==> src/hdl/vfpa_pkg.sv <==
// Package of constants for the frame pulse alignment block
package vfpa_pkg;
  // Register offsets
  localparam logic [7:0] ADDR_STATUS = 8'h01;
  localparam logic [7:0] ADDR_OUT_CTRL = 8'h08;
  localparam logic [7:0] ADDR_RATIO_LO = 8'h09;
  localparam logic [7:0] ADDR_RATIO_HI = 8'h0a;
  localparam logic [7:0] ADDR_PPL_LO = 8'h0b;
  localparam logic [7:0] ADDR_PPL_HI = 8'h0c;
  localparam logic [7:0] ADDR_OLPF_LO = 8'h0d;
  localparam logic [7:0] ADDR_OLPF_HI = 8'h0e;
  localparam logic [7:0] ADDR_RLPF_LO = 8'h0f;
  localparam logic [7:0] ADDR_RLPF_HI = 8'h10;
  localparam logic [7:0] ADDR_OFS_LO = 8'h11;
  localparam logic [7:0] ADDR_OFS_HI = 8'h12;
  // Field positions
  localparam int BIT_REF_VALID = 0;
  localparam int BIT_SD_LOOP_LOCKED = 1;
  localparam int BIT_HD_LOOP_LOCKED = 2;
  localparam int BIT_FLOAT = 7;
  localparam int BIT_ALIGN_EN = 7;
  localparam int BIT_INIT = 6;
  localparam int BIT_CLK_SEL = 7;
  localparam int BIT_REDUCED = 6;
  // Reset values: 2002 pixels, 225 lines, offset equal to lines
  localparam logic [12:0] PPL_RST = 13'h07d2;
  localparam logic [12:0] OLPF_RST = 13'h00e1;
  localparam logic [12:0] RLPF_RST = 13'h00e1;
  localparam logic [12:0] OFS_RST = 13'h00e1;
  localparam logic [12:0] RATIO_RST = 13'h0001;
  localparam logic [12:0] CNT_ONE = 13'h0001;
  localparam logic [2:0] STEP_REDUCED = 3'h5;
  // Alignment sequencer states
  typedef enum logic [1:0] {ST_IDLE, ST_ARMED, ST_ALIGN} vfpa_state_e;
endpackage

==> src/hdl/vfpa_top.sv <==
// Frame pulse generator with reference alignment and status flags
`timescale 1ns/100ps
module vfpa_top #(
  parameter int CW = 13
) (
  // Clock and reset
  input wire logic ref_clk,
  input wire logic srst,
  // Register port
  input wire logic [7:0] reg_addr,
  input wire logic reg_wr,
  input wire logic [7:0] reg_wdata,
  output logic [7:0] reg_rdata,
  // Output clock strobes, one cycle per tick
  input wire logic sd_output_clock_tick,
  input wire logic hd_output_clock_tick,
  // Reference timing
  input wire logic ref_line_tick,
  input wire logic ref_frame_start,
  // Detector inputs
  input wire logic hsync_format_ok,
  input wire logic dividers_ok,
  input wire logic vcxo_in_range,
  input wire logic sd_loop_locked,
  input wire logic hd_loop_locked,
  // Outputs
  output logic frame_pulse_o,
  output logic frame_pulse_oe,
  output logic no_ref_flag,
  output logic no_lock_flag,
  output logic counter_reset
);
  //----------------------------------------
  // Registers
  //----------------------------------------
  logic [7:0] out_ctrl_q; // Float bit; other bits are stored and read back only
  logic [CW-1:0] ratio_q; // Frame ratio numerator
  logic align_en_q; // Alignment enable
  logic init_q; // Counter initialize bit
  logic clk_sel_q; // Pulse clock select
  logic reduced_q; // Reduced divider set
  logic [CW-1:0] ppl_q; // Pixels per line
  logic [CW-1:0] olpf_q; // Output lines per frame
  logic [CW-1:0] rlpf_q; // Reference lines per frame
  logic [CW-1:0] ofs_q; // Line offset
  logic init_prev_q; // Previous init for edge
  logic init_rise; // Init rising edge
  logic ref_valid; // Reference valid status
  logic [7:0] status; // Status byte
  // Register writes
  always_ff @(posedge ref_clk) begin
    if (srst) begin
      out_ctrl_q <= 8'h00;
      ratio_q <= vfpa_pkg::RATIO_RST;
      align_en_q <= 1'b0;
      init_q <= 1'b0;
      clk_sel_q <= 1'b0;
      reduced_q <= 1'b0;
      ppl_q <= vfpa_pkg::PPL_RST;
      olpf_q <= vfpa_pkg::OLPF_RST;
      rlpf_q <= vfpa_pkg::RLPF_RST;
      ofs_q <= vfpa_pkg::OFS_RST;
    end else if (reg_wr) begin
      unique case (reg_addr)
        vfpa_pkg::ADDR_OUT_CTRL: out_ctrl_q <= reg_wdata;
        vfpa_pkg::ADDR_RATIO_LO: ratio_q[7:0] <= reg_wdata;
        vfpa_pkg::ADDR_RATIO_HI: begin
          ratio_q[CW-1:8] <= reg_wdata[CW-9:0];
          align_en_q <= reg_wdata[vfpa_pkg::BIT_ALIGN_EN];
          init_q <= reg_wdata[vfpa_pkg::BIT_INIT];
        end
        vfpa_pkg::ADDR_PPL_LO: ppl_q[7:0] <= reg_wdata;
        vfpa_pkg::ADDR_PPL_HI: begin
          ppl_q[CW-1:8] <= reg_wdata[CW-9:0];
          clk_sel_q <= reg_wdata[vfpa_pkg::BIT_CLK_SEL];
        end
        vfpa_pkg::ADDR_OLPF_LO: olpf_q[7:0] <= reg_wdata;
        vfpa_pkg::ADDR_OLPF_HI: olpf_q[CW-1:8] <= reg_wdata[CW-9:0];
        vfpa_pkg::ADDR_RLPF_LO: rlpf_q[7:0] <= reg_wdata;
        vfpa_pkg::ADDR_RLPF_HI: begin
          rlpf_q[CW-1:8] <= reg_wdata[CW-9:0];
          reduced_q <= reg_wdata[vfpa_pkg::BIT_REDUCED];
        end
        vfpa_pkg::ADDR_OFS_LO: ofs_q[7:0] <= reg_wdata;
        vfpa_pkg::ADDR_OFS_HI: ofs_q[CW-1:8] <= reg_wdata[CW-9:0];
        default: ;
      endcase
    end
  end
  //----------------------------------------
  // Status and flags
  //----------------------------------------
  // Validity ignores V sync entirely
  assign ref_valid = hsync_format_ok & dividers_ok & vcxo_in_range;
  assign status = {5'h00, hd_loop_locked, sd_loop_locked, ref_valid};
  // Read mux
  always_comb begin
    unique case (reg_addr)
      vfpa_pkg::ADDR_STATUS: reg_rdata = status;
      vfpa_pkg::ADDR_OUT_CTRL: reg_rdata = out_ctrl_q;
      vfpa_pkg::ADDR_RATIO_LO: reg_rdata = ratio_q[7:0];
      vfpa_pkg::ADDR_RATIO_HI:
        reg_rdata = {align_en_q, init_q, 1'b0, ratio_q[CW-1:8]};
      vfpa_pkg::ADDR_PPL_LO: reg_rdata = ppl_q[7:0];
      vfpa_pkg::ADDR_PPL_HI: reg_rdata = {clk_sel_q, 2'b00, ppl_q[CW-1:8]};
      vfpa_pkg::ADDR_OLPF_LO: reg_rdata = olpf_q[7:0];
      vfpa_pkg::ADDR_OLPF_HI: reg_rdata = {3'b000, olpf_q[CW-1:8]};
      vfpa_pkg::ADDR_RLPF_LO: reg_rdata = rlpf_q[7:0];
      vfpa_pkg::ADDR_RLPF_HI: reg_rdata = {1'b0, reduced_q, 1'b0, rlpf_q[CW-1:8]};
      vfpa_pkg::ADDR_OFS_LO: reg_rdata = ofs_q[7:0];
      vfpa_pkg::ADDR_OFS_HI: reg_rdata = {3'b000, ofs_q[CW-1:8]};
      default: reg_rdata = 8'h00;
    endcase
  end
  // Flag pins registered from status
  always_ff @(posedge ref_clk) begin
    if (srst) begin
      no_ref_flag <= 1'b1;
      no_lock_flag <= 1'b1;
    end else begin
      no_ref_flag <= ~ref_valid;
      no_lock_flag <= ~(ref_valid & sd_loop_locked & hd_loop_locked);
    end
  end
  //----------------------------------------
  // Initialize edge and alignment sequence
  //----------------------------------------
  always_ff @(posedge ref_clk) begin
    if (srst) init_prev_q <= 1'b0;
    else init_prev_q <= init_q;
  end
  assign init_rise = init_q & ~init_prev_q;
  vfpa_pkg::vfpa_state_e state_q;
  logic [CW-1:0] ref_line_q; // Reference line counter
  logic [CW-1:0] ratio_cnt_q; // Reference frames per output frame
  logic [CW-1:0] target_q; // Offset in reference lines
  logic align_hit; // Aligned line reached
  logic pix_tick; // Selected counting clock tick
  logic [CW-1:0] pix_q; // Pixel counter
  logic [CW-1:0] line_q; // Line counter
  logic line_wrap; // End of line
  logic frame_wrap; // End of frame
  // Offset scaled by five for the reduced divider set
  always_ff @(posedge ref_clk) begin
    if (srst) target_q <= vfpa_pkg::OFS_RST;
    else if (reduced_q) target_q <= CW'(ofs_q * vfpa_pkg::STEP_REDUCED);
    else target_q <= ofs_q;
  end
  // Internal reference line count, restarted by decoded frame start
  always_ff @(posedge ref_clk) begin
    if (srst) ref_line_q <= '0;
    else if (ref_frame_start) ref_line_q <= vfpa_pkg::CNT_ONE;
    else if (ref_line_tick)
      ref_line_q <= (ref_line_q >= rlpf_q) ? vfpa_pkg::CNT_ONE : ref_line_q + 1'b1;
  end
  // Reference frames counted against the ratio numerator
  always_ff @(posedge ref_clk) begin
    if (srst || init_rise) ratio_cnt_q <= '0;
    else if (ref_frame_start)
      ratio_cnt_q <= (ratio_cnt_q + 1'b1 >= ratio_q) ? '0 : ratio_cnt_q + 1'b1;
  end
  assign align_hit = ref_line_tick && (ref_line_q == target_q) && (ratio_cnt_q == '0);
  // Sequencer: armed by init edge, realigns once every ratio_q reference frames while enabled
  always_ff @(posedge ref_clk) begin
    if (srst) state_q <= vfpa_pkg::ST_IDLE;
    else begin
      unique case (state_q)
        vfpa_pkg::ST_IDLE:
          if (align_en_q && init_rise) state_q <= vfpa_pkg::ST_ARMED;
        vfpa_pkg::ST_ARMED:
          if (!align_en_q) state_q <= vfpa_pkg::ST_IDLE;
          else if (align_hit) state_q <= vfpa_pkg::ST_ALIGN;
        vfpa_pkg::ST_ALIGN:
          state_q <= align_en_q ? vfpa_pkg::ST_ARMED : vfpa_pkg::ST_IDLE;
      endcase
    end
  end
  assign counter_reset = (state_q == vfpa_pkg::ST_ALIGN) || init_rise;
  //----------------------------------------
  // Pulse counter chain
  //----------------------------------------
  assign pix_tick = clk_sel_q ? hd_output_clock_tick : sd_output_clock_tick;
  assign line_wrap = pix_q >= ppl_q - 1'b1;
  assign frame_wrap = line_q >= olpf_q - 1'b1;
  // Free-running chain keeps going without reference
  always_ff @(posedge ref_clk) begin
    if (srst || counter_reset) begin
      pix_q <= '0;
      line_q <= '0;
    end else if (pix_tick) begin
      pix_q <= line_wrap ? '0 : pix_q + 1'b1;
      if (line_wrap) line_q <= frame_wrap ? '0 : line_q + 1'b1;
    end
  end
  // Pulse high for first line of frame; enable is the inverse of the float bit
  always_ff @(posedge ref_clk) begin
    if (srst) begin
      frame_pulse_o <= 1'b0;
      frame_pulse_oe <= 1'b0;
    end else begin
      frame_pulse_o <= (line_q == '0);
      frame_pulse_oe <= ~out_ctrl_q[vfpa_pkg::BIT_FLOAT];
    end
  end
endmodule

==> config.mk <==
export PLATFORM = sky130hd
export DESIGN_NAME = vfpa_top
export DESIGN_NICKNAME = d
export VERILOG_FILES = /design/src/hdl/vfpa_pkg.sv /design/src/hdl/vfpa_top.sv
export SDC_FILE = /design/constraint.sdc
export NUM_CORES = 1
export LEC_CHECK = 0
export ABC_AREA = 1
export BUFFER_PORTS_ARGS = -buffer_cell sky130_fd_sc_hd__buf_2
export CAP_MARGIN = 20
export CORE_ASPECT_RATIO = 1.1
export CORE_MARGIN = 2
export CORE_UTILIZATION = 29
export CTS_CLUSTER_DIAMETER = 30
export DETAILED_ROUTE_END_ITERATION = 10
export PLACE_DENSITY_LB_ADDON = 0.3
export SYNTH_ARGS = -nofsm -noshare
export SYNTH_HDL_FRONTEND = slang
export SYNTH_SLANG_ARGS = --single-unit
export TNS_END_PERCENT = 10
==> constraint.sdc <==
create_clock -name ref_clk -period 3.1 [get_ports ref_clk]
set_clock_uncertainty 0.15 [all_clocks]
set_input_delay 0.31 -clock ref_clk [delete_from_list [all_inputs] [get_ports ref_clk]]
set_output_delay 0.31 -clock ref_clk [all_outputs]
set_load 0.05 [all_outputs]
==> out/metrics.yaml <==
syn_inst: 1320
fin_crit_ns: 2.85
place_congestion: 0.845
seq_power_share: 0.460
htreeDepth: 4
path_class: "reg -> reg"
die_x_um: 175
wl_per_cell_um: 14.6
avgSynthCellArea_sq_um: 7.09
synth_top_area_frac: 0.319
dp_hpwl_um: 20100
final_cell_mix: "nand2_1 (239), inv_1 (180), dfxtp_1 (149), nor2_1 (122), a21oi_1 (117)"
synth_warnings: 0
intPower_w: 0.00313
status: "finished, final reports clean"
wl_um: 26200
power_density_nw_per_um2: 402
drive_gt1_frac: 0.101
leakagePower_nw: 4.63
nNetsFinal: 1464
grt.total_usage: 0.156
worstMarginPinSlew_ns: 0.685
crit_required_ns: 3.26
die_y_um: 192
synth_area_leader_cell: "dfxtp_1"
dpl_cell_area_sq_um: 9970
synth_cell_types: 50
post_cts_buffers: 0
clockPowerShare: 0.459
vias: 8531
switching_share: 0.263
synth_area_leaders: "dfxtp_1 (32%), ha_1 (11%), nand2_1 (9.6%)"
cts_root_buf: "clkbuf_16"
start_kind: "flip-flop"
cp-end-kind: "flip-flop"
timing.fmax_ghz: 0.351
cp_max_fo: 11
synth.mux.area_fraction: 0
hold_viol: 0
netlist_area_sq_um: 9360
synth_nets: 1431
drc: 0
postRouteAntennaNets: 0
ys_ff_latch: 149
yosys.area_share.simple: 0.263
start_util: 0.292
synth_fa_ha_area_frac: 0.112
maxCapViolCount: 0
ys_seq_area_frac: 0.319
drt-initial-drc-count: 582
routed_via_density: 4.77
hold_class: "in -> reg"
nFillCells: 3434
synth_compound_area_frac: 0.159
synth_top_family_by_area: "simple AND/OR/NAND/NOR gates"
rows: 69
clkLatencyLatePin_ns: 0.43
globalRouteOverflowTotal: 0
ir_drop_mv: 0.309
fp.coreArea_sq_um: 32000
max-clock-path-buffers: 2
first_pass_iters: 7
cp.arrival_ns: 3.01
comb_power_share: 0.081
area_growth_pct: 12.8
synth-xor-area-share: 0.0487
pin_count: 41
fin_area_sq_um: 10600
path_clk_slew_ns: 0.06
finalSetupViolations: 0
antenna_found_initial: 0
final_common_cell: "nand2_1"
timing.final.crit_share: 0.918
grt_max_degree: 49
cts_tree: "done"
n_antenna_cell: 0
io_buffers: 40
relSlewSlack: 0.541
drv_slew: 0
p_sw_w: 0.00112
tns_ns: 0
grt_pass1_vias: 8006
dieArea_sq_um: 33700
cts_buffers: 17
grt_pass1_wl_um: 41600
clock_sinks: 149
-- final timing paths --
check	from	endpoint	slack, ns	depth (start not counted)
max	ppl_q[0]$_SDFFE_PP0P_	line_q[7]$_SDFFE_PP0P_	0.25	16
min	reg_wdata[5]	ratio_q[5]$_SDFFE_PP0P_	0.04	3
max reg2reg	ppl_q[0]$_SDFFE_PP0P_	line_q[7]$_SDFFE_PP0P_	0.25	16
min reg2reg	rlpf_q[5]$_SDFFE_PP1P_	rlpf_q[5]$_SDFFE_PP1P_	0.34	2
-- power by group through the flow --
stage          logic (W)  clock network (W)  registers, W
2_1_floorplan   0.000226                  0       0.00200
3_3_place_gp    0.000339                  0       0.00200
3_5_place_dp    0.000340                  0       0.00200
4_1_cts         0.000342            0.00199       0.00195
5_1_grt         0.000391            0.00208       0.00196
6_report        0.000344            0.00195       0.00195
-- layer usage --
layer	routed length [um]	vias up	share of wire	GRT usage
li1	-	4433	-	-
met1	12500	3897	0.48	0.204
met4	556	0	0.021	0.0510
met3	835	29	0.032	0.0217
met2	12300	172	0.47	0.265
met5	0	-	0	0
-- Yosys cell counts, drive strengths merged --
cell,number
a21boi,1
and3,2
nand3,73
or2,2
nand2,251
o21a,2
nor4,6
nand3b,5
clkbuf,19
o22ai,28
o211ai,19
o21bai,1
o21ai,93
nor3,31
clkinv,2
xnor2,9
inv,193
nor3b,4
ha,82
fa,1
o221ai,1
nor2,132
o2111ai,1
a21o,3
xor2,43
buf,17
a21oi,119
a31o,1
a31oi,1
nand4,29
dfxtp,149
-- worst max-delay path, stage by stage (launching register included) --
cell and delay (ns):
dfxtp_1 0.31, inv_1 0.13, ha_1 0.20, nand3_1 0.13, nor3_2 0.23, nand3_2 0.13, nor3_2 0.15, xnor2_1 0.10
ha_1 0.32, nand4_1 0.13, nor2_1 0.11, nand2_1 0.08, nand3_2 0.09, nand2_2 0.09, o21ai_1 0.16, buf_6 0.17
nor2_1 0.05
-- final cells by class --
class | count | area [sq um] | share of cell area
clock inverters | 11 | 108 | 0.0102
multi-input cells | 940 | 5480 | 0.519
inverters | 195 | 736 | 0.0697
flip-flops and latches | 149 | 2980 | 0.282
clock buffers | 18 | 429 | 0.0406
repair buffers | 50 | 288 | 0.0273
well taps | 426 | 533 | 0.0505
-- through the flow --
stage                     hold slack (ns)  setup slack, ns  std cells   util  power, W
final                              0.0395            0.255       1789  0.330   0.00425
after global routing               0.0674         -0.00112       1789  0.330   0.00442
after CTS                          0.0346           0.0294       1789  0.329   0.00428
after detailed placement            0.319           0.0481       1758  0.311   0.00234
after global placement              0.307            0.151       1758  0.311   0.00234
after floorplan                     0.247            0.416       1320      -   0.00222
-- cell families (layout without fill, tap and decap cells) --
group           count (synthesis)  count (layout)
simple gates                  535             535
fa+ha+maj                      83              83
compound gates                270             270
flops                         149             149
xor+xnor                       52              52
buf+inv                       231             274
-- timing repair --
| action | CTS | global route |
|---|---|---|
| endpoints found under the setup margin | 0 | 24 |
| endpoints found under the hold margin | 1 | 0 |
| gates resized for setup | 0 | 8 |
| hold buffers | 2 | 0 |
Power figures use the tool's default switching activity.
